<file path="src/include/gais_pkg.sv">
// Constants and types shared by the port sampling and alternate select logic
package gais_pkg;

	// ==========================================================
	// Port geometry
	localparam int NUM_PORTS = 9;
	localparam int ALT_PORTS = 7;
	localparam int PORT_BITS = 8;
	localparam int PIN_W     = NUM_PORTS * PORT_BITS;
	localparam int ALT_W     = ALT_PORTS * PORT_BITS;
	localparam int PORT_C    = 2;
	localparam logic [3:0] NO_PORT = 4'hf;

	// ==========================================================
	// Register indices (byte address is four times the index)
	localparam int IDX_W = 14;
	localparam logic [IDX_W-1:0] PIN_IDX [NUM_PORTS] = '{
		14'h0fd2, 14'h0fd6, 14'h0fda, 14'h0fde, 14'h0fe2,
		14'h0fe6, 14'h0fea, 14'h0fee, 14'h0fbe};
	localparam logic [IDX_W-1:0] SUB_ADDR_BASE = 14'h0f00;
	localparam logic [IDX_W-1:0] UNMAPPED_IDX  = 14'h3fff;

	// ==========================================================
	// Sub-addresses and fields
	localparam logic [7:0] SUB_FIRST  = 8'h07;
	localparam logic [7:0] SUB_SECOND = 8'h08;
	localparam int FIELD_LSB = 0;
	localparam logic [7:0] SELECT_RESET   = 8'h00;
	localparam logic [7:0] SUB_ADDR_RESET = 8'h00;
	localparam logic [NUM_PORTS-1:0] BONDED_ALL = 9'h1ff;

	// ==========================================================
	// Bus slave states
	typedef enum logic [0:0] {
		GAIS_IDLE = 1'b0,
		GAIS_WAIT = 1'b1
	} gais_state_t;

endpackage

</file>
<file path="src/logic/gais_sync2.sv">
// Two-stage synchroniser for asynchronous pin levels
module gais_sync2 #(
	parameter int WIDTH = 8
) (
	input  wire logic             hclk,
	input  wire logic             hresetn,
	input  wire logic [WIDTH-1:0] d,
	output logic      [WIDTH-1:0] q
);

	// ==========================================================
	// Stages
	logic [WIDTH-1:0] meta;

	always_ff @(posedge hclk or negedge hresetn) begin
		if (!hresetn) begin
			meta <= '0;
			q    <= '0;
		end else begin
			meta <= d;
			q    <= meta;
		end
	end

endmodule

</file>
<file path="src/logic/gais_top.sv">
// Port alternate function select subregisters and pin input sampling
// ==========================================================
module gais_top
	import gais_pkg::*;
#(
	parameter logic [NUM_PORTS-1:0] BONDED = BONDED_ALL
) (
	input  wire logic             hclk,
	input  wire logic             hresetn,
	input  wire logic             hsel,
	input  wire logic [31:0]      haddr,
	input  wire logic [1:0]       htrans,
	input  wire logic             hwrite,
	input  wire logic [2:0]       hsize,
	input  wire logic [31:0]      hwdata,
	input  wire logic             hready,
	output logic      [31:0]      hrdata,
	output logic                  hreadyout,
	output logic                  hresp,
	input  wire logic [PIN_W-1:0] pin_level,
	input  wire logic [ALT_W-1:0] alt_enable,
	output logic      [ALT_W-1:0] alt_set_select_first,
	output logic      [7:0]       alt_set_select_second,
	output logic      [ALT_W-1:0] alt_route_first,
	output logic      [7:0]       alt_route_second
);

	// ==========================================================
	// Decoding
	function automatic logic [3:0] pin_port(input logic [IDX_W-1:0] idx);
		pin_port = NO_PORT;
		for (int i = 0; i < NUM_PORTS; i++) begin
			if (idx == PIN_IDX[i]) begin
				pin_port = 4'(i);
			end
		end
	endfunction

	// Address registers at even, control registers at odd indices
	function automatic logic [3:0] sub_port(input logic [IDX_W-1:0] idx,
		input logic ctrl);
		sub_port = NO_PORT;
		for (int i = 0; i < ALT_PORTS; i++) begin
			if (idx == SUB_ADDR_BASE + IDX_W'(2 * i) + IDX_W'(ctrl)) begin
				sub_port = 4'(i);
			end
		end
	endfunction

	// ==========================================================
	// Declarations
	gais_state_t      state;
	logic             wr_q;
	logic [IDX_W-1:0] idx_q;
	logic [7:0]       sub_addr [ALT_PORTS];
	logic [PIN_W-1:0] pin_sync;
	logic [31:0]      next_rdata;
	logic             accept;
	logic             wr_go;
	logic             rd_go;
	logic [3:0]       pin_hit;
	logic [3:0]       addr_hit;
	logic [3:0]       ctrl_hit;

	assign accept   = hsel && htrans[1] && hready && (state == GAIS_IDLE);
	assign wr_go    = (state == GAIS_WAIT) && wr_q;
	assign rd_go    = (state == GAIS_WAIT) && !wr_q;
	assign pin_hit  = pin_port(idx_q);
	assign addr_hit = sub_port(idx_q, 1'b0);
	assign ctrl_hit = sub_port(idx_q, 1'b1);

	// ==========================================================
	// Pin synchroniser
	gais_sync2 #(
		.WIDTH (PIN_W)
	) u_sync (
		.hclk    (hclk),
		.hresetn (hresetn),
		.d       (pin_level),
		.q       (pin_sync)
	);

	// ==========================================================
	// Bus slave, one wait state per transfer
	always_ff @(posedge hclk or negedge hresetn) begin
		if (!hresetn) begin
			state     <= GAIS_IDLE;
			wr_q      <= 1'b0;
			idx_q     <= UNMAPPED_IDX;
			hreadyout <= 1'b1;
		end else if (accept) begin
			state     <= GAIS_WAIT;
			wr_q      <= hwrite;
			idx_q     <= (haddr[31:16] == 16'h0000) ? haddr[15:2] : UNMAPPED_IDX;
			hreadyout <= 1'b0;
		end else if (state == GAIS_WAIT) begin
			state     <= GAIS_IDLE;
			hreadyout <= 1'b1;
		end
	end

	always_ff @(posedge hclk or negedge hresetn) begin
		if (!hresetn) begin
			hresp <= 1'b0;
		end else begin
			hresp <= 1'b0;
		end
	end

	// ==========================================================
	// Read data
	always_comb begin
		next_rdata = 32'h0000_0000;
		if (pin_hit != NO_PORT) begin
			if (BONDED[pin_hit]) begin
				next_rdata[7:0] =
					pin_sync[pin_hit*PORT_BITS +: PORT_BITS];
			end
		end else if (addr_hit != NO_PORT) begin
			next_rdata[7:0] = sub_addr[addr_hit[2:0]];
		end else if (ctrl_hit != NO_PORT) begin
			if (sub_addr[ctrl_hit[2:0]] == SUB_FIRST) begin
				next_rdata[7:0] =
					alt_set_select_first[ctrl_hit*PORT_BITS +: PORT_BITS];
			end else if (ctrl_hit == 4'(PORT_C) &&
				sub_addr[ctrl_hit[2:0]] == SUB_SECOND) begin
				next_rdata[7:0] = alt_set_select_second;
			end
		end
	end

	always_ff @(posedge hclk or negedge hresetn) begin
		if (!hresetn) begin
			hrdata <= 32'h0000_0000;
		end else if (rd_go) begin
			hrdata <= next_rdata;
		end
	end

	// ==========================================================
	// Sub-address registers
	always_ff @(posedge hclk or negedge hresetn) begin
		if (!hresetn) begin
			for (int i = 0; i < ALT_PORTS; i++) begin
				sub_addr[i] <= SUB_ADDR_RESET;
			end
		end else if (wr_go && addr_hit != NO_PORT) begin
			sub_addr[addr_hit[2:0]] <= hwdata[7:0];
		end
	end

	// ==========================================================
	// Select subregisters; input data indices never match here
	always_ff @(posedge hclk or negedge hresetn) begin
		if (!hresetn) begin
			alt_set_select_first <= {ALT_PORTS{SELECT_RESET}};
		end else if (wr_go && ctrl_hit != NO_PORT &&
			sub_addr[ctrl_hit[2:0]] == SUB_FIRST) begin
			alt_set_select_first[ctrl_hit*PORT_BITS +: PORT_BITS] <=
				hwdata[FIELD_LSB +: PORT_BITS];
		end
	end

	always_ff @(posedge hclk or negedge hresetn) begin
		if (!hresetn) begin
			alt_set_select_second <= SELECT_RESET;
		end else if (wr_go && ctrl_hit == 4'(PORT_C) &&
			sub_addr[PORT_C] == SUB_SECOND) begin
			alt_set_select_second <= hwdata[FIELD_LSB +: PORT_BITS];
		end
	end

	// ==========================================================
	// Routing gated by the alternate enables
	always_ff @(posedge hclk or negedge hresetn) begin
		if (!hresetn) begin
			alt_route_first  <= '0;
			alt_route_second <= 8'h00;
		end else begin
			alt_route_first  <= alt_set_select_first & alt_enable;
			alt_route_second <= alt_set_select_second &
				alt_enable[PORT_C*PORT_BITS +: PORT_BITS];
		end
	end

	// ==========================================================
	// Assertions
	generate
		for (genvar p = 0; p < ALT_PORTS; p++) begin : g_first_chk
			a_first_write: assert property (
				@(posedge hclk) disable iff (!hresetn)
				(wr_go && ctrl_hit == 4'(p) && sub_addr[p] == SUB_FIRST)
				|=> alt_set_select_first[p*PORT_BITS +: PORT_BITS]
					== $past(hwdata[7:0]))
			else $error("first select not written through control");

			a_first_other: assert property (
				@(posedge hclk) disable iff (!hresetn)
				!(wr_go && ctrl_hit == 4'(p) && sub_addr[p] == SUB_FIRST)
				|=> $stable(alt_set_select_first[p*PORT_BITS +: PORT_BITS]))
			else $error("first select changed without write");

			a_ctrl_read: assert property (
				@(posedge hclk) disable iff (!hresetn)
				(rd_go && ctrl_hit == 4'(p) && sub_addr[p] == SUB_FIRST)
				|=> hrdata[7:0] ==
					$past(alt_set_select_first[p*PORT_BITS +: PORT_BITS]))
			else $error("first select not read through control");

			a_addr_write: assert property (
				@(posedge hclk) disable iff (!hresetn)
				(wr_go && addr_hit == 4'(p))
				|=> sub_addr[p] == $past(hwdata[7:0]))
			else $error("sub-address not written");

			a_pin_ro_addr: assert property (
				@(posedge hclk) disable iff (!hresetn)
				(wr_go && pin_hit != NO_PORT) |=> $stable(sub_addr[p]))
			else $error("write to input data changed sub-address");
		end
	endgenerate

	generate
		for (genvar p = 0; p < NUM_PORTS; p++) begin : g_pin_chk
			if (BONDED[p]) begin : g_on
				a_pin_level: assert property (
					@(posedge hclk) disable iff (!hresetn)
					(rd_go && pin_hit == 4'(p))
					|=> hrdata[7:0] ==
						$past(pin_sync[p*PORT_BITS +: PORT_BITS]))
				else $error("input data differs from pin level");
			end
		end
	endgenerate

	a_first_reset: assert property (
		@(posedge hclk) disable iff (!hresetn)
		$rose(hresetn) |-> (alt_set_select_first == '0 &&
			alt_set_select_second == 8'h00))
	else $error("select subregisters not clear after reset");

	a_route_gated: assert property (
		@(posedge hclk) disable iff (!hresetn)
		##1 ((alt_route_first & ~$past(alt_enable)) == '0 &&
		alt_route_first == $past(alt_set_select_first & alt_enable)))
	else $error("route not gated by enable");

	a_route_second: assert property (
		@(posedge hclk) disable iff (!hresetn)
		##1 (alt_route_second == $past(alt_set_select_second &
		alt_enable[PORT_C*PORT_BITS +: PORT_BITS])))
	else $error("second route not gated by enable");

	a_second_write: assert property (
		@(posedge hclk) disable iff (!hresetn)
		(wr_go && ctrl_hit == 4'(PORT_C) && sub_addr[PORT_C] == SUB_SECOND)
		|=> alt_set_select_second == $past(hwdata[7:0]))
	else $error("second select not written");

	a_second_read: assert property (
		@(posedge hclk) disable iff (!hresetn)
		(rd_go && ctrl_hit == 4'(PORT_C) && sub_addr[PORT_C] == SUB_SECOND)
		|=> hrdata[7:0] == $past(alt_set_select_second))
	else $error("second select not read through control");

	a_second_hold: assert property (
		@(posedge hclk) disable iff (!hresetn)
		!(wr_go && ctrl_hit == 4'(PORT_C) && sub_addr[PORT_C] == SUB_SECOND)
		|=> $stable(alt_set_select_second))
	else $error("second select changed without write");

	a_pin_read: assert property (
		@(posedge hclk) disable iff (!hresetn)
		(rd_go && pin_hit == 4'(PORT_C) && BONDED[PORT_C])
		|=> hrdata == {24'h000000,
			$past(pin_sync[PORT_C*PORT_BITS +: PORT_BITS])})
	else $error("input data read mismatch");

	a_pin_readonly: assert property (
		@(posedge hclk) disable iff (!hresetn)
		(wr_go && pin_hit != NO_PORT)
		|=> ($stable(alt_set_select_first) && $stable(alt_set_select_second)))
	else $error("write to input data changed state");

	a_unbonded_zero: assert property (
		@(posedge hclk) disable iff (!hresetn)
		(rd_go && pin_hit != NO_PORT && !BONDED[pin_hit])
		|=> hrdata == 32'h0000_0000)
	else $error("unbonded port read nonzero");

	a_sync_depth: assert property (
		@(posedge hclk) disable iff (!hresetn)
		(hresetn && $past(hresetn) && $past(hresetn, 2))
		|-> pin_sync == $past(pin_level, 2))
	else $error("pin level not two cycles delayed");

	a_one_wait: assert property (
		@(posedge hclk) disable iff (!hresetn)
		accept |=> !hreadyout ##1 hreadyout)
	else $error("transfer not one wait state");

	// ==========================================================
	// Bus and read-back checks
	a_ctrl_other: assert property (
		@(posedge hclk) disable iff (!hresetn)
		(rd_go && ctrl_hit != NO_PORT &&
			sub_addr[ctrl_hit[2:0]] != SUB_FIRST &&
			!(ctrl_hit == 4'(PORT_C) && sub_addr[PORT_C] == SUB_SECOND))
		|=> hrdata == 32'h0000_0000)
	else $error("control read with other sub-address nonzero");

	a_unmapped_zero: assert property (
		@(posedge hclk) disable iff (!hresetn)
		(rd_go && pin_hit == NO_PORT && addr_hit == NO_PORT &&
			ctrl_hit == NO_PORT) |=> hrdata == 32'h0000_0000)
	else $error("unmapped read nonzero");

	a_rdata_upper: assert property (
		@(posedge hclk) disable iff (!hresetn)
		hrdata[31:8] == 24'h000000)
	else $error("read data upper bits nonzero");

	a_hresp_okay: assert property (
		@(posedge hclk) disable iff (!hresetn)
		hresp == 1'b0)
	else $error("response not okay");

	a_ready_idle: assert property (
		@(posedge hclk) disable iff (!hresetn)
		(state == GAIS_IDLE && !accept) |=> hreadyout)
	else $error("slave not ready while idle");

	a_wait_state: assert property (
		@(posedge hclk) disable iff (!hresetn)
		(state == GAIS_WAIT) |-> !hreadyout)
	else $error("slave ready during wait state");

endmodule

</file>
<file path="config.mk">
export PLATFORM = sky130hd
export DESIGN_NAME = gais_top
export DESIGN_NICKNAME = d
export VERILOG_FILES = /design/src/include/gais_pkg.sv /design/src/logic/gais_sync2.sv /design/src/logic/gais_top.sv
export SDC_FILE = /design/constraint.sdc
export NUM_CORES = 1
export LEC_CHECK = 0
export BUFFER_PORTS_ARGS = -buffer_cell sky130_fd_sc_hd__buf_2
export CORE_AREA = 2 2 220 222
export DETAILED_ROUTE_END_ITERATION = 10
export DIE_AREA = 0 0 222 224
export GPL_TIMING_DRIVEN = 0
export SETUP_SLACK_MARGIN = 0.15
export SYNTH_ARGS = -nofsm -noshare
export SYNTH_HDL_FRONTEND = slang
export SYNTH_SLANG_ARGS = --single-unit
</file>
<file path="constraint.sdc">
create_clock -name hclk -period 3.9 [get_ports hclk]
set_input_delay 0.39 -clock hclk [delete_from_list [all_inputs] [get_ports hclk]]
set_output_delay 0.39 -clock hclk [all_outputs]
set_load 0.005 [all_outputs]
</file>
==> out/results.tsv <==
stage	metric	value	unit
place	post-DP HPWL	33700	um
cts	H-tree levels	2	
global_route	gr usage total	18.9	%
finish	Multi-input gate area	4970	um2
worst_setup_path	CP Capture Type	register	
sta	endpoints failing hold	0	
power	Net Sw Frac	22.9	%
global_route	GR peak layer	met2	
die	Starting Density	29.7	%
route	WL per Instance	21.4	um
place	GPL Wtd Cong	0.938	
sta	period utilisation layout	95.6	%
hold_path	Worst Hold Path Cells	2	
cts	clock transition at the registers of the reported paths	0.06	ns
global_route	met3 GRT Util	3.91	%
sta	Slew Limit Fails	0	
cts	worst skew pair latency	0.56	ns
synth	sequential area share after synthesis	62.9	%
synth	predominant post-synthesis flop cell	dfrtp_1	
route	DR vias	10700	
worst_setup_path	CP max FO	8	
global_route	first-pass GRT wire length	70200	um
power	clock share of power	45.9	%
place	Port Buffer Count	308	
synth	Yosys reg bits	353	
route	Iteration-0 DRC Markers	754	
worst_setup_path	crit path DAT	4.16	ns
cts	cts bufs inserted	40	
global_route	grt ovf	0	
sta	relative slew slack	27.6	%
power	LEAKAGE	0.00918	uW
route	Total Wirelength	47100	um
global_route	vias in the first global route	10900	
place	Placement Setup Slack	-0.994	ns
power	P_sw	1830	uW
synth	Synth async-reset ratio	100	%
synth	Synth Warn #	0	
power	Seq pwr share	48.5	%
route	Post-DRT Antenna Nets	0	
worst_setup_path	crit path kind	register to register	
status	outcome	completed	
global_route	met1 GRT Util	24.4	%
sta	Setup-failing EPs final	0	
hold_path	worst hold path class	primary input to register	
route	First-pass DRT Iterations	5	
power	worst IR drop on VDD	0.361	mV
synth	EDFF count, synth	0	
die	Core Region	47300	um2
cts	Clock Sinks	353	
finish	area growth from synthesis to layout	34.2	%
synth	synthesized cell area	14100	um2
cts	CTS Buffer Depth	3	
finish	Storage cell area	8850	um2
die	die area	49700	um2
finish	Layout fillers	4540	
synth	Distinct cells, synth	62	
route	Via density	4.85	
sta	minimum clock period	3.73	ns
global_route	initial antenna violation count	3	
finish	fin area	18900	um2
sta	Final Worst Setup Slack	0.172	ns
synth	cell count after synthesis	1092	
power	Int Pwr	6150	uW
power	PwrDens	422	nW/um2
sta	Max Fclk	268	MHz
worst_setup_path	Crit path required time	4.34	ns
global_route	met2 Use GR	31.7	%
flow_run	max cap viols	0	
cts	CTS Root Cell	clkbuf_16	
die	# rows	80	
die	die span in y	224	um
sta	clk_skew	0.0203	ns
place	dpl cell area	16600	um2
die	Die X	222	um
route	drt drc	0	
finish	# nets final	1766	
sta	Tightest Pin Transition	1.08	ns
global_route	largest net degree at the start of global routing	125	
worst_setup_path	crit path launch type	register	
power	Power Total	7980	uW
synth	Syn Area/Cell	12.9	um2
sta	RSZ-0062 raised after global routing	true	
cts	CTS tree	yes	
worst_setup_path	R2R cell count	10	
die	number of I/O pins	364	
power	Logic pwr share	5.6	%
finish	layout cells sized above 1	37.3	%
[logic make-up (layout without fill, tap and decap cells)]
group           count (synthesis)  after routing  synth area share, %
flops                         353            353                 62.9
fa+ha+maj                       5              5                0.445
xor+xnor                        2              2                0.125
simple gates                  309            309                 12.1
buf+inv                       100            572                 3.34
other cells                     1             27               0.0267
mux                           157            157                 12.6
compound gates                165            165                 8.41
[power groups by stage]
stage	clock network, uW	logic, uW	registers [uW]
2_1_floorplan	0	117	3910
3_3_place_gp	0	375	3930
3_5_place_dp	0	392	3930
4_1_cts	3770	451	3870
5_1_grt	3920	494	3880
6_report	3660	447	3870
[cell usage in the layout (no fill, tap or decap), types with 5 or more instances in the layout]
master | Yosys | final
a31oi_1 | 8 | 8
nor2b_1 | 8 | 7
nand2b_1 | 5 | 5
nor3_1 | 8 | 6
ha_1 | 5 | 5
o22a_1 | 17 | 17
clkinv_2 | 0 | 6
clkbuf_8 | 0 | 7
mux2i_1 | 42 | 42
o22ai_1 | 8 | 8
o211ai_1 | 6 | 6
nand3_1 | 17 | 16
nor2_1 | 40 | 38
nand4_1 | 9 | 9
dfrtp_1 | 338 | 338
a21oi_1 | 27 | 27
inv_1 | 22 | 22
nand2_1 | 74 | 71
a211oi_1 | 10 | 8
clkbuf_16 | 0 | 41
nor4_1 | 16 | 14
a221o_1 | 6 | 6
mux2_2 | 110 | 109
buf_4 | 25 | 44
conb_1 | 1 | 25
clkbuf_1 | 48 | 39
o21ai_0 | 29 | 27
a211o_1 | 9 | 9
o221ai_1 | 11 | 11
and2_1 | 86 | 86
and3_1 | 16 | 16
dlygate4sd3_1 | 0 | 73
dfstp_2 | 15 | 15
mux4_2 | 5 | 5
a221oi_1 | 8 | 8
clkbuf_2 | 0 | 10
buf_2 | 0 | 308
[critical path, stage by stage (launching register included)]
cell      delay, ns
dfstp_2        0.39
or4_4          0.54
buf_8          0.14
or4_4          0.47
clkbuf_8       0.15
o32a_1         0.33
a221oi_4       0.33
nand4_1        0.29
nor3b_4        0.36
nand4_4        0.26
mux2_4         0.36
[synthesized netlist by cell type, drive strengths merged (15+ instances only)]
master / n / area [um2]
o21ai: 29 / 145
and2: 86 / 538
clkbuf: 48 / 180
nand2: 76 / 290
buf: 30 / 206
inv: 22 / 82.6
mux2: 110 / 1240
dfrtp: 338 / 8460
a21oi: 27 / 135
mux2i: 42 / 420
nor4: 16 / 100
nor2: 40 / 150
and3: 16 / 100
nand3: 17 / 85.1
o22a: 17 / 149
dfstp: 15 / 394
[per-stage QoR]
step / hold WS, ns / utilization [%] / TNS, ns / instances
2_1_floorplan: 0.0944 / - / 0 / 1116
3_3_place_gp: 0.333 / 34.8 / -1481.53 / 2039
3_5_place_dp: 0.208 / 35.0 / -51.83 / 2043
4_1_cts: 0.0132 / 39.7 / 0 / 2202
5_1_grt: 0.0283 / 39.9 / 0 / 2205
6_report: 0.0406 / 39.9 / 0 / 2205
[area by class of cell]
type	count	area share [%]
clock inverter	15	0.696
clock buffer	56	6.05
antenna	2	0.0265
multi-input combinational	663	26.3
buffer	76	2.27
inverter	22	0.437
sequential	353	46.9
timing repair buffer	403	13.3
tap	615	4.07
[what timing repair did]
action	CTS	global route
buffers inserted	16	2
resized for setup	30	37
setup endpoints to repair	104	76
hold buffers	73	0
endpoints found under the hold margin	127	0
pin swaps	9	5
[registers in the layout (all words and copies together) (netlist names), 8 cells and up]
register and cells:
idx_q 14, sub_addr 56, alt_set_select_second 8, alt_route_first 56, alt_route_second 8, hrdata 8, alt_set_select_first 56, u_sync.q 72
u_sync.meta 72
[layer usage]
metal | wire length (um) | part of all wire (%)
met1 | 19800 | 42
met3 | 3040 | 6.4
met4 | 1250 | 2.6
met5 | 0 | 0
met2 | 23000 | 49
[worst paths after layout]
path / slack, ns / end / startpoint
max: 0.17 / alt_set_select_first[39] / idx_q[5]
min: 0.04 / alt_route_first[4] / alt_enable[4]
max reg2reg: 0.17 / alt_set_select_first[39] / idx_q[5]
min reg2reg: 0.33 / u_sync.q[18] / u_sync.meta[18]
max in group asynchronous: 1.82 / u_sync.q[43] / hresetn
min in group asynchronous: 0.24 / alt_route_second[2] / hresetn
No activity file was read; power rests on OpenSTA's default activity.
